===== src/dual_timer_params.svh =====
// Register offsets, field positions and reset values of the dual timer
`ifndef DUAL_TIMER_PARAMS_SVH
`define DUAL_TIMER_PARAMS_SVH
`define ADDR_CTRL0      3'h0
`define ADDR_CTRL1      3'h1
`define ADDR_COUNT0     3'h2
`define ADDR_COUNT1     3'h3
`define ADDR_IRQ_STATUS 3'h4
`define ADDR_IRQ_CLEAR  3'h5
`define ADDR_IRQ_ENABLE 3'h6
`define BIT_CLK_SEL     5
`define BIT_RUN         4
`define BIT_EDGE        3
`define CTRL_RESET      8'h08
`define CTRL1_MASK      8'hF8
`define COUNT_FULL      8'hFF
`define PRESCALE_ONES   7'h7F
`define DIV4_LAST       2'h3
`endif


===== src/dual_timer_pkg.sv =====
// Types of the dual timer/event counter
package dual_timer_pkg;
	typedef enum logic [1:0] {
		MODE_NONE    = 2'h0,
		MODE_EVENT   = 2'h1,
		MODE_TIMER   = 2'h2,
		MODE_CAPTURE = 2'h3
	} mode_t;

	typedef struct packed {
		logic [1:0][7:0] ctrl;
		logic [1:0][7:0] preload;
		logic [1:0][7:0] count;
		logic [1:0]      pinMeta;
		logic [1:0]      pinSync;
		logic [1:0]      pinPrev;
		logic [1:0]      capActive;
		logic [1:0]      status;
		logic [1:0]      irqEn;
		logic [6:0]      presc;
		logic [1:0]      div4;
		logic            lxtPrev;
		logic [7:0]      rdData;
	} timer_state_t;
endpackage


===== src/dual_timer_event_counter.sv =====
// Two 8-bit timer/event counters with register port and interrupt
`timescale 1ns/1ns
`include "dual_timer_params.svh"
module dual_timer_event_counter
	import dual_timer_pkg::*;
(
	// Clock and reset
	input  wire logic       clk,
	input  wire logic       rst_b,
	// Register port
	input  wire logic [2:0] addr,
	input  wire logic [7:0] wrData,
	input  wire logic       wrEn,
	input  wire logic       rdEn,
	output logic      [7:0] rdData,
	// Clock sources and device state
	input  wire logic       lowFreqCrystal,
	input  wire logic       pwmEnable,
	input  wire logic       sleepMode,
	// External count pins
	input  wire logic [1:0] extCountPin,
	// Interrupt and wake-up
	output logic            irq,
	output logic            wakeUp
);

	localparam timer_state_t ST_RESET = '{
		ctrl:    {`CTRL_RESET, `CTRL_RESET},
		default: '0
	};

	timer_state_t st_r;
	timer_state_t st_nxt;

	logic       sharedTick;
	logic       pscTick;
	logic       div4Tick;
	logic       lxtFall;
	logic [6:0] pscMask;
	logic [1:0] tick;
	logic [1:0] rise;
	logic [1:0] fall;
	logic [1:0] inc;
	logic [1:0] ovf;
	logic       run;
	logic       edg;
	logic       startEdge;
	logic       stopEdge;
	mode_t      mode;

	always_comb begin
		st_nxt    = st_r;
		sharedTick = 1'b0;
		inc       = 2'h0;
		ovf       = 2'h0;
		run       = 1'b0;
		edg       = 1'b0;
		startEdge = 1'b0;
		stopEdge  = 1'b0;
		mode      = MODE_NONE;

		// Crystal falling edge
		lxtFall = st_r.lxtPrev & ~lowFreqCrystal;
		st_nxt.lxtPrev = lowFreqCrystal;

		if (pwmEnable) begin
			sharedTick = ~sleepMode;
		end else if (st_r.ctrl[0][`BIT_CLK_SEL]) begin
			sharedTick = lxtFall;
		end else begin
			sharedTick = ~sleepMode;
		end

		// prescaler divide by power of two
		pscMask = ~(`PRESCALE_ONES << st_r.ctrl[0][2:0]);
		pscTick = sharedTick && ((st_r.presc & pscMask) == pscMask);
		if (sharedTick) begin
			st_nxt.presc = st_r.presc + 7'h01;
		end

		div4Tick = ~sleepMode && (st_r.div4 == `DIV4_LAST);
		if (~sleepMode) begin
			st_nxt.div4 = st_r.div4 + 2'h1;
		end
		tick[0] = pscTick;
		tick[1] = st_r.ctrl[1][`BIT_CLK_SEL] ? lxtFall : div4Tick;

		st_nxt.pinMeta = extCountPin;
		st_nxt.pinSync = st_r.pinMeta;
		st_nxt.pinPrev = st_r.pinSync;
		rise = st_r.pinSync & ~st_r.pinPrev;
		fall = ~st_r.pinSync & st_r.pinPrev;

		for (int i = 0; i < 2; i++) begin
			mode = mode_t'(st_r.ctrl[i][7:6]);
			run  = st_r.ctrl[i][`BIT_RUN];
			edg  = st_r.ctrl[i][`BIT_EDGE];
			startEdge = edg ? rise[i] : fall[i];
			stopEdge  = edg ? fall[i] : rise[i];
			unique case (mode)
				MODE_EVENT: begin
					inc[i] = run && (edg ? fall[i] : rise[i]);
				end
				MODE_TIMER: begin
					inc[i] = run && tick[i];
				end
				MODE_CAPTURE: begin
					if (!run) begin
						st_nxt.capActive[i] = 1'b0;
					end else if (!st_r.capActive[i]) begin
						st_nxt.capActive[i] = startEdge;
					end else if (stopEdge) begin
						st_nxt.capActive[i] = 1'b0;
						st_nxt.ctrl[i][`BIT_RUN] = 1'b0;
					end
					inc[i] = run && st_r.capActive[i] && !stopEdge && tick[i];
				end
				MODE_NONE: begin
					inc[i] = 1'b0;
				end
			endcase
			if (inc[i]) begin
				if (st_r.count[i] == `COUNT_FULL) begin
					st_nxt.count[i] = st_r.preload[i];
					ovf[i] = 1'b1;
				end else begin
					st_nxt.count[i] = st_r.count[i] + 8'h01;
				end
			end
		end

		// Register writes
		if (wrEn) begin
			case (addr)
				`ADDR_CTRL0: begin
					st_nxt.ctrl[0] = wrData;
					st_nxt.capActive[0] = 1'b0;
				end
				`ADDR_CTRL1: begin
					st_nxt.ctrl[1] = wrData & `CTRL1_MASK;
					st_nxt.capActive[1] = 1'b0;
				end
				`ADDR_COUNT0: begin
					// preload with direct load when stopped
					st_nxt.preload[0] = wrData;
					if (!st_r.ctrl[0][`BIT_RUN]) begin
						st_nxt.count[0] = wrData;
					end
				end
				`ADDR_COUNT1: begin
					// preload with direct load when stopped
					st_nxt.preload[1] = wrData;
					if (!st_r.ctrl[1][`BIT_RUN]) begin
						st_nxt.count[1] = wrData;
					end
				end
				`ADDR_IRQ_CLEAR: begin
					st_nxt.status = st_r.status & ~wrData[1:0];
				end
				`ADDR_IRQ_ENABLE: begin
					st_nxt.irqEn = wrData[1:0];
				end
				default: begin
					st_nxt.irqEn = st_r.irqEn;
				end
			endcase
		end

		// Register reads
		st_nxt.rdData = 8'h00;
		if (rdEn) begin
			case (addr)
				`ADDR_CTRL0:      st_nxt.rdData = st_r.ctrl[0];
				`ADDR_CTRL1:      st_nxt.rdData = st_r.ctrl[1] & `CTRL1_MASK;
				`ADDR_COUNT0:     st_nxt.rdData = st_r.count[0];
				`ADDR_COUNT1:     st_nxt.rdData = st_r.count[1];
				`ADDR_IRQ_STATUS: st_nxt.rdData = {6'h00, st_r.status};
				`ADDR_IRQ_ENABLE: st_nxt.rdData = {6'h00, st_r.irqEn};
				default:          st_nxt.rdData = 8'h00;
			endcase
		end

		st_nxt.status = st_nxt.status | ovf;
	end

	always_ff @(posedge clk or negedge rst_b) begin
		if (!rst_b) begin
			st_r <= ST_RESET;
		end else begin
			st_r <= st_nxt;
		end
	end

	assign rdData = st_r.rdData;
	assign irq    = |(st_r.status & st_r.irqEn);
	assign wakeUp = sleepMode & irq;
endmodule // dual_timer_event_counter


===== config.mk =====
export PLATFORM = sky130hd
export DESIGN_NAME = dual_timer_event_counter
export DESIGN_NICKNAME = d
export VERILOG_FILES = /design/src/dual_timer_pkg.sv /design/src/dual_timer_event_counter.sv
export VERILOG_INCLUDE_DIRS = /design/src
export SDC_FILE = /design/constraint.sdc
export NUM_CORES = 1
export LEC_CHECK = 0
export BUFFER_PORTS_ARGS = -buffer_cell sky130_fd_sc_hd__buf_2
export CAP_MARGIN = 30
export CORE_ASPECT_RATIO = 1.5
export CORE_MARGIN = 2
export CORE_UTILIZATION = 45
export CTS_CLUSTER_SIZE = 40
export DETAILED_ROUTE_END_ITERATION = 10
export HOLD_SLACK_MARGIN = 0.15
export PLACE_DENSITY = 0.62
export SLEW_MARGIN = 20
export SYNTH_ARGS = -nofsm -noshare
export SYNTH_HDL_FRONTEND = slang
export SYNTH_SLANG_ARGS = --single-unit

===== constraint.sdc =====
create_clock -name clk -period 1.57 [get_ports clk]
set_input_delay 0.314 -clock clk [delete_from_list [all_inputs] [get_ports clk]]
set_output_delay 0.314 -clock clk [all_outputs]
set_load 0.01 [all_outputs]

==> results.py, run 1 <==
metrics = {
    "status": {
        "status": "finished, violations left",
        "violations": "negative setup slack",
    },
    "logic_synthesis": {
        "ys_top_cells_by_area": "dfrtp_1 (46%), mux2_2 (8.8%), nand2_1 (3.6%)",
        "yosys.area_share.simple_pct": 17.1,
        "yosys_register_bits": 75,
        "synth_top_family_by_area": "simple AND/OR/NAND/NOR gates",
        "synth_top_cell_by_area": "dfrtp_1",
        "synth_fa_ha_area_share_pct": 1.27,
        "synth_compound_area_share_pct": 15.7,
        "synth_ff_type": "dfrtp_1",
        "synth_area_um2": 3950,
        "seq_area_frac_synth_pct": 47.6,
        "async_flop_share_pct": 100,
        "synth.distinct_cells": 63,
        "synth_top_area_share_pct": 46.3,
        "synth_xor_area_share_pct": 2.00,
        "ys_warn_count": 0,
        "netlist_instances": 371,
        "synth-edff-count": 0,
        "synth_mux_area_share_pct": 12.2,
        "synthesis.nets": 395,
        "syn_avg_cell_area_um2": 10.6,
    },
    "floorplan": {
        "die_y_um": 119,
        "pin_count": 30,
        "core-area_um2": 8460,
        "dieWidth_um": 80.5,
        "rows": 41,
        "start_util_pct": 46.6,
        "die_area_um2": 9550,
    },
    "cells_and_area": {
        "nets": 498,
        "syn_to_final_growth_pct": 34.3,
        "drive_gt1_share_pct": 42.2,
        "post-route-util_pct": 62.6,
        "seq_area_um2": 1880,
        "fillerInstances": 682,
        "stdcell_count": 586,
        "n_antenna_cell": 0,
        "multiInputGateArea_um2": 2110,
    },
    "setup_path": {
        "arrival_ns": 2.16,
        "path_class": "reg2reg",
        "cp_cell_sequence": "ha_1, or3b_4, a21oi_4, o2bb2ai_4, and4_4, a311oi_1, a311oi_1",
        "reg2regPathDepth": 7,
        "cpMostUsedCell": "a311oi_1",
        "rr_endpoint": "st_r[44]",
        "startpoint": "st_r[9]",
        "reg2reg_slack_ns": -0.36,
        "setup.worst_path.start_class": "register",
        "worst-path-max-fanout": 5,
        "end_kind": "register",
        "crit_family": "simple AND/OR/NAND/NOR gates",
        "slowest_delay_ns": 0.39,
        "timing.rr.start": "st_r[9]",
        "cp_slowest_cell": "or3b_4",
        "critical_path_buf_inv_count": 0,
        "worstPathRequired_ns": 1.80,
    },
    "drt": {
        "wl_per_cell_um": 17.6,
        "viasPerCell": 5.72,
        "vias": 3354,
        "drc": 0,
        "drt_iter0_drc": 170,
        "routed_wl_um": 10300,
        "dr.pass1.iters": 5,
        "ant_nets": 0,
    },
    "clock_tree": {
        "cts_root_buffer": "clkbuf_16",
        "htree_levels": 3,
        "cts_made_buffers": 9,
        "clock_sinks": 75,
        "path_clk_slew_ns": 0.06,
        "worstSkewPairLatency_ns": 0.33,
        "tritoncts": "done",
        "clock_path_buffers": 2,
    },
    "timing": {
        "hold_viol": 0,
        "rsz0062_at_grt": "true",
        "worst_slew_pin_slew_ns": 0.411,
        "setup_slack_ns": -0.358,
        "fmax_mhz": 519,
        "hold-worst-slack_ns": 0.251,
        "setup_violations": 18,
        "finalMaxSlewViolations": 0,
        "fin_crit_ns": 1.93,
        "fin_crit_sh_pct": 123,
        "clock_skew_ns": 0.00286,
        "relSlewSlack_pct": 72.5,
    },
    "global_routing": {
        "antenna_found_initial": 0,
        "grt_start_max_net_pins": 28,
        "gr-total-overflow": 0,
        "grt_pass1_vias": 3375,
        "grt_usage_pct": 22.9,
        "grt_pass1_wl_um": 16500,
    },
    "place": {
        "numPortBuffers": 29,
        "dp_cells": 552,
        "gp_congestion": 0.829,
        "detailed_place_hpwl_um": 7280,
    },
    "worst_hold_path": {
        "hold_class": "in2reg",
        "holdPathStages": 2,
        "holdPathEnd": "rdData[1]",
        "worstHoldStart": "rdEn",
    },
    "power_and_ir_drop": {
        "ir_drop_v": 0.000775,
        "power.leakage_nw": 2.37,
        "powerDensity_nw_per_um2": 1470,
    },
    "flow_run": {
        "cap_violations": 0,
    },
}
Yosys cell counts (2+ instances only):
cell,instances
dfrtp_1,73
nand2_1,38
mux2_2,31
o21ai_0,18
a21oi_1,14
nor2_1,14
and2_1,11
buf_4,11
mux2i_1,11
and3_1,10
a31oi_1,8
inv_1,7
nand3_1,7
buf_2,6
nor2b_1,6
o22ai_1,6
xnor2_1,6
clkbuf_1,5
nand4_1,5
a22o_1,4
a22oi_1,4
a311oi_1,4
ha_1,4
nand2b_1,4
o31ai_1,4
a21boi_0,3
a221oi_1,3
a31o_2,3
nor3_1,3
nor3b_1,3
or2_2,3
xor2_1,3
a211oi_1,2
a41o_1,2
and3b_1,2
dfstp_2,2
nand3b_1,2
nor3b_2,2
o211ai_1,2
o31a_1,2
metal layers:
metal | global-route usage (%) | vias up | share of wire (%)
li1 | - | 1573 | -
met1 | 28.6 | 1655 | 41
met2 | 36.8 | 100 | 51
met3 | 4.96 | 26 | 4.9
met4 | 11.2 | 0 | 3.8
met5 | 0 | - | 0
cell type report:
class	instances	share of cell area [%]
Sequential cell	75	35.5
Clock inverter	2	0.189
Inverter	7	0.496
Tap cell	107	2.52
Clock buffer	14	4.98
Timing Repair Buffer	115	16.5
Multi-Input combinational cell	266	39.8
power breakdown:
group	internal, mW	switching, mW	leakage [nW]	total [mW]
Clock	1.15	0.746	0.137	1.90
Sequential	2.48	0.408	0.909	2.89
Combinational	1.55	1.44	1.32	3.00
Total	5.19	2.60	2.37	7.78
layout by cell type (no fill, tap or decap), types with 3 or more instances in the layout:
master	netlist	final
buf_12	0	3
dfrtp_1	73	71
o22ai_1	6	6
dlygate4sd3_1	0	4
or2_2	3	3
and2_1	11	10
o21ai_0	18	11
a31oi_2	0	3
buf_4	11	71
ha_1	4	4
a22oi_1	4	4
mux2_2	31	31
buf_2	6	28
a21boi_0	3	3
a31oi_1	8	5
o21ai_2	1	4
nor2b_1	6	5
nand3_1	7	7
nor3_1	3	3
nor2_1	14	14
o21ai_1	1	4
nand4_1	5	5
xor2_1	3	3
mux2i_1	11	11
buf_6	0	9
a311oi_1	4	4
clkbuf_1	5	3
xnor2_1	6	6
and3_1	10	6
nand2b_1	4	4
clkbuf_16	0	9
nand2_1	38	38
and3_4	0	4
inv_1	7	6
a21oi_1	14	12
a22o_1	4	4
worst reg2reg max path, stage by stage, from the launching register on:
cell,delay [ns]
dfrtp_1,0.36
ha_1,0.16
or3b_4,0.39
a21oi_4,0.15
o2bb2ai_4,0.17
and4_4,0.28
a311oi_1,0.09
a311oi_1,0.23
registers in the layout (all words and copies together), names as in the netlist:
register,cells
edg,1
st_nxt,4
st_r,59
mode,2
rdData,8
run,1
metrics by stage:
stage	setup TNS [ns]	setup WS (ns)	total power, mW	instance area (µm²)
after detailed placement	-3.77	-0.293	5.50	4670
after global placement	-2.60	-0.225	5.40	4670
after CTS	-3.01	-0.310	7.56	5100
after floorplan	-0.611	-0.130	4.30	3990
after global routing	-4.86	-0.434	8.27	5300
final	-3.26	-0.358	7.78	5300
cells by family (layout without fill, tap and decap cells):
group                      after synthesis  in the layout
AOI/OAI and AO/OA                       89             89
xor gates and xnor gates                 9              9
adders and majority gates                4              4
buffers and inverters                   30            138
DFF                                     75             75
muxes                                   43             43
and+or+nand+nor                        121            121
worst max path at each step:
| stage | endpoint | slack [ns] | cells after the start |
|---|---|---|---|
| 6_report | st_r[44] | -0.36 | 7 |
| 2_1_floorplan | st_r[44] | -0.13 | 7 |
| 5_1_grt | st_r[44] | -0.43 | 7 |
| 3_3_place_gp | st_r[45] | -0.22 | 8 |
| 3_5_place_dp | st_r[44] | -0.29 | 7 |
| 4_1_cts | st_r[44] | -0.31 | 7 |
timing repair:
item / 4_1_cts / 5_1_grt
hold buffers: 4 / 0
gates resized for setup: 18 / 33
setup buffers: 6 / 6
endpoints found under the setup margin: 18 / 22
cloned: 1 / 1
pin swaps: 11 / 14
endpoints found under the hold margin: 20 / 0
Power figures use the tool's default switching activity.
==> run 2, diff against run 1 <==
Settings changed: SKIP_CTS_REPAIR_TIMING from default to 1.
==> results.py, run 2 (synthesized netlist as in run 1, its figures left out) <==
metrics = {
    "status": {
        "status": "finished, violations left",
        "violations": "negative setup slack",
    },
    "setup_path": {
        "worstPathRequired_ns": 1.80,
        "path_class": "reg2reg",
        "slowest_delay_ns": 0.39,
        "cp_cell_sequence": "ha_1, or3b_4, a21oi_4, o2bb2ai_4, and4_4, a311oi_1, a311oi_1",
        "reg2regPathDepth": 7,
        "end_kind": "register",
        "worst-path-max-fanout": 5,
        "cpMostUsedCell": "a311oi_1",
        "setup.worst_path.start_class": "register",
        "arrival_ns": 2.17,
        "cp_slowest_cell": "or3b_4",
    },
    "cells_and_area": {
        "largest_reg_flops": 59,
        "n_antenna_cell": 0,
        "stdcell_area_um2": 5220,
        "layout_common_cells": "dfrtp_1 (71), buf_4 (68), nand2_1 (38)",
        "drive_gt1_share_pct": 40.2,
        "syn_to_final_growth_pct": 32.3,
        "nets": 492,
        "layout_commonest_cell": "dfrtp_1",
        "regMostFlops": "st_r",
    },
    "floorplan": {
        "dieWidth_um": 80.5,
        "die_y_um": 119,
        "rows": 41,
        "die_area_um2": 9550,
        "core-area_um2": 8460,
        "pin_count": 30,
        "start_util_pct": 46.6,
    },
    "power_and_ir_drop": {
        "power.leakage_nw": 2.33,
        "ir_drop_v": 0.000829,
        "powerDensity_nw_per_um2": 1470,
        "power_frac_comb_pct": 37.8,
        "seq_power_share_pct": 37.5,
        "switching_share_pct": 33.3,
        "internal-power_mw": 5.14,
        "clkPwrFrac_pct": 24.7,
        "p_total_mw": 7.70,
        "p_sw_mw": 2.57,
    },
    "clock_tree": {
        "clock_path_buffers": 2,
        "cts_root_buffer": "clkbuf_16",
        "tritoncts": "done",
        "path_clk_slew_ns": 0.06,
        "cts_made_buffers": 9,
        "worstSkewPairLatency_ns": 0.33,
        "htree_levels": 3,
        "clock_sinks": 75,
    },
    "drt": {
        "viasPerCell": 5.75,
        "drt_iter0_drc": 142,
        "dr.pass1.iters": 4,
        "ant_nets": 0,
        "wl_per_cell_um": 17.7,
        "routed_wl_um": 10300,
        "drc": 0,
        "vias": 3335,
    },
    "place": {
        "place_area_um2": 4670,
        "gp_congestion": 0.829,
        "detailed_place_hpwl_um": 7280,
        "numPortBuffers": 29,
    },
    "timing": {
        "fmax_mhz": 514,
        "hold_viol": 0,
        "worst_slew_pin_slew_ns": 0.426,
        "setup_violations": 18,
        "fin_crit_ns": 1.94,
        "clock_skew_ns": 0.00344,
        "setup_slack_ns": -0.374,
        "rsz0062_at_grt": "true",
        "relSlewSlack_pct": 71.3,
        "finalMaxSlewViolations": 0,
        "fin_crit_sh_pct": 124,
    },
    "worst_hold_path": {
        "holdPathStages": 2,
        "hold_class": "in2reg",
    },
    "global_routing": {
        "grt_start_max_net_pins": 28,
        "antenna_found_initial": 0,
        "gr-total-overflow": 0,
        "grt_usage_pct": 22.4,
        "grt_pass1_wl_um": 16100,
        "grt_pass1_vias": 3279,
    },
    "flow_run": {
        "cap_violations": 0,
    },
}
-- run 2: cell types whose count changed in the layout (fill, tap and decap cells not counted), sizes merged --
cell | before | now
buf | 111 | 105
-- run 2: worst max-delay path, delay by kind of cell, from the launching register on --
kind                       cells  cell delay [ns]
and+or+nand+nor                2             0.67
AOI/OAI and AO/OA              4             0.64
adders and majority gates      1             0.16
DFF                            1             0.36
-- run 2: final timing paths --
check | start | to | slack [ns]
hold / removal | rdEn | rdData[1] | 0.25
max in group asynchronous | rst_b | st_r[13] | 0.61
setup / recovery | st_r[9] | st_r[44] | -0.37
hold reg to reg | st_nxt[26] | st_nxt[24] | 0.35
setup reg to reg | st_r[9] | st_r[44] | -0.37
min in group asynchronous | rst_b | st_r[54] | 0.41
-- run 2: final cells by class --
| type | count | area [µm²] |
|---|---|---|
| inverter | 7 | 26.3 |
| fill | 689 | 3240 |
| clock inverter | 2 | 10.0 |
| tap | 107 | 134 |
| multi-input combinational | 266 | 2090 |
| timing repair buffer | 109 | 818 |
| sequential | 75 | 1880 |
| clock buffer | 14 | 264 |
-- run 2: metrics by stage --
stage                     util, %  setup TNS (ns)  hold slack [ns]  setup WS (ns)  std cells
after CTS                    58.4           -4.10           -0.136         -0.312        568
final                        61.7           -3.65            0.245         -0.374        580
after floorplan                 -          -0.611           0.0184         -0.130        371
after detailed placement     55.2           -3.77            0.224         -0.293        552
after global placement       55.2           -2.60            0.215         -0.225        552
after global routing         61.7           -5.47            0.261         -0.431        580
-- run 2: metal layers --
metal  routed length, µm  track usage [%]
met1                4150             28.1
met2                5250             36.0
met3                 508             4.89
met4                 367             10.6
met5                   0                0
-- run 2: power groups by stage --
| stage | logic, mW | clock network [mW] | registers, mW |
|---|---|---|---|
| final | 2.92 | 1.90 | 2.89 |
| after global routing | 3.21 | 2.03 | 2.96 |
| after CTS | 2.62 | 1.94 | 2.86 |
| after detailed placement | 2.60 | 0 | 2.89 |
| after global placement | 2.54 | 0 | 2.86 |
| after floorplan | 1.40 | 0 | 2.90 |
==> run 3, diff against run 2 <==
Settings changed: RECOVER_POWER from default to 100.
==> results.py, run 3 (synthesized netlist as in run 1, its figures left out) <==
metrics = {
    "clock_tree": {
        "worstSkewPairLatency_ns": 0.33,
        "cts_made_buffers": 9,
        "tritoncts": "done",
        "clock_path_buffers": 2,
        "path_clk_slew_ns": 0.06,
        "clock_sinks": 75,
        "htree_levels": 3,
        "cts_root_buffer": "clkbuf_16",
    },
    "floorplan": {
        "die_y_um": 119,
        "die_area_um2": 9550,
        "dieWidth_um": 80.5,
        "rows": 41,
        "core-area_um2": 8460,
        "start_util_pct": 46.6,
        "pin_count": 30,
    },
    "timing": {
        "setup_slack_ns": -0.355,
        "clock_skew_ns": 0.00304,
        "worst_slew_pin_slew_ns": 0.543,
        "fin_crit_ns": 1.92,
        "relSlewSlack_pct": 63.8,
        "setup_violations": 23,
        "fin_crit_sh_pct": 123,
        "fmax_mhz": 520,
        "hold_viol": 0,
        "finalMaxSlewViolations": 0,
        "rsz0062_at_grt": "true",
    },
    "worst_hold_path": {
        "holdPathEnd": "rdData[1]",
        "holdPathStages": 2,
        "worstHoldStart": "rdEn",
        "hold_class": "in2reg",
    },
    "power_and_ir_drop": {
        "powerDensity_nw_per_um2": 1490,
        "ir_drop_v": 0.000830,
        "power.leakage_nw": 2.24,
    },
    "setup_path": {
        "worst-path-max-fanout": 5,
        "arrival_ns": 2.16,
        "cp_cell_sequence": "ha_1, or3b_4, a21oi_4, o2bb2ai_4, and4_4, a311oi_1, a311oi_1",
        "slowest_delay_ns": 0.39,
        "rr_endpoint": "st_r[44]",
        "timing.rr.start": "st_r[9]",
        "path_class": "reg2reg",
        "reg2reg_slack_ns": -0.35,
        "setup.worst_path.start_class": "register",
        "end_kind": "register",
        "reg2regPathDepth": 7,
        "cpMostUsedCell": "a311oi_1",
        "cp_slowest_cell": "or3b_4",
        "critical_path_buf_inv_count": 0,
        "crit_family": "simple AND/OR/NAND/NOR gates",
        "worstPathRequired_ns": 1.80,
    },
    "drt": {
        "drc": 0,
        "wl_met1_um": 4150,
        "dr.pass1.iters": 5,
        "vias": 3343,
        "viasPerCell": 5.76,
        "dr_wl_met2_um": 5220,
        "wl_per_cell_um": 17.7,
        "top_layer": "met4",
        "ant_nets": 0,
        "routed_wl_um": 10300,
        "met3_length_um": 548,
        "drt_iter0_drc": 138,
    },
    "cells_and_area": {
        "layout_commonest_cell": "dfrtp_1",
        "seq_area_um2": 1880,
        "drive_gt1_share_pct": 34.9,
        "layout_common_cells": "dfrtp_1 (72), buf_4 (54), nand2_1 (38)",
        "regMostFlops": "st_r",
        "largest_reg_flops": 59,
        "nets": 492,
        "fillerInstances": 710,
        "syn_to_final_growth_pct": 29.8,
        "multiInputGateArea_um2": 2060,
        "post-route-util_pct": 60.5,
        "n_antenna_cell": 0,
    },
    "global_routing": {
        "gr-total-overflow": 0,
        "grt_start_max_net_pins": 28,
        "grt_pass1_wl_um": 16100,
        "antenna_found_initial": 0,
        "grt_pass1_vias": 3279,
        "grt_usage_pct": 22.4,
    },
    "flow_run": {
        "cap_violations": 0,
    },
    "place": {
        "detailed_place_hpwl_um": 7280,
        "place_ws_ns": -0.293,
        "numPortBuffers": 29,
        "gp_congestion": 0.829,
    },
    "status": {
        "status": "finished, violations left",
        "violations": "negative setup slack",
    },
}
[run 3: changes by cell type in the layout (fill, tap and decap cells not counted), sizes merged]
| cell | change |
|---|---|
| buf | -27 |
| clkbuf | +26 |
| clkdlybuf4s15 | +1 |
[run 3: worst max path at each step]
stage                   from  endpoint  depth (start not counted)
CTS                  st_r[9]  st_r[44]                          7
detailed placement   st_r[9]  st_r[44]                          7
floorplan            st_r[9]  st_r[44]                          7
global route        st_r[10]  st_r[44]                          7
finish               st_r[9]  st_r[44]                          7
global placement     st_r[9]  st_r[45]                          8
[run 3: final cells by class]
type | instances | share of cell area [%]
repair buffers | 109 | 14.7
flip-flops and latches | 75 | 36.7
clock buffers | 14 | 5.15
multi-input cells | 266 | 40.1
inverters | 7 | 0.513
clock inverters | 2 | 0.195
well taps | 107 | 2.61
[run 3: through the flow]
| step | hold WS (ns) | std cells | area [µm²] | power [mW] | setup TNS, ns |
|---|---|---|---|---|---|
| floorplan | 0.0184 | 371 | 3990 | 4.30 | -0.611 |
| global placement | 0.215 | 552 | 4670 | 5.40 | -2.60 |
| detailed placement | 0.224 | 552 | 4670 | 5.50 | -3.77 |
| CTS | -0.136 | 568 | 4940 | 7.42 | -4.10 |
| global route | 0.261 | 580 | 5120 | 8.16 | -7.19 |
| finish | 0.248 | 580 | 5120 | 7.66 | -4.81 |
[run 3: where the power goes]
part | switching (mW) | internal [mW] | leakage (nW)
Sequential | 0.409 | 2.48 | 0.910
Clock | 0.740 | 1.15 | 0.137
Combinational | 1.40 | 1.47 | 1.19
[run 3: routing by layer]
| metal | global-route usage (%) | vias up |
|---|---|---|
| met5 | 0 | - |
| met1 | 28.1 | 1661 |
| met3 | 4.89 | 21 |
| met2 | 36.0 | 102 |
| met4 | 10.6 | 0 |
| li1 | - | 1559 |
[run 3: worst reg2reg max path: cells and delay by family, from the launching register on]
family / cells / cell delay, ns
AO/OA/AOI/OAI: 4 / 0.63
adder cells (fa/ha/maj): 1 / 0.16
flip-flops: 1 / 0.36
AND/OR/NAND/NOR: 2 / 0.67
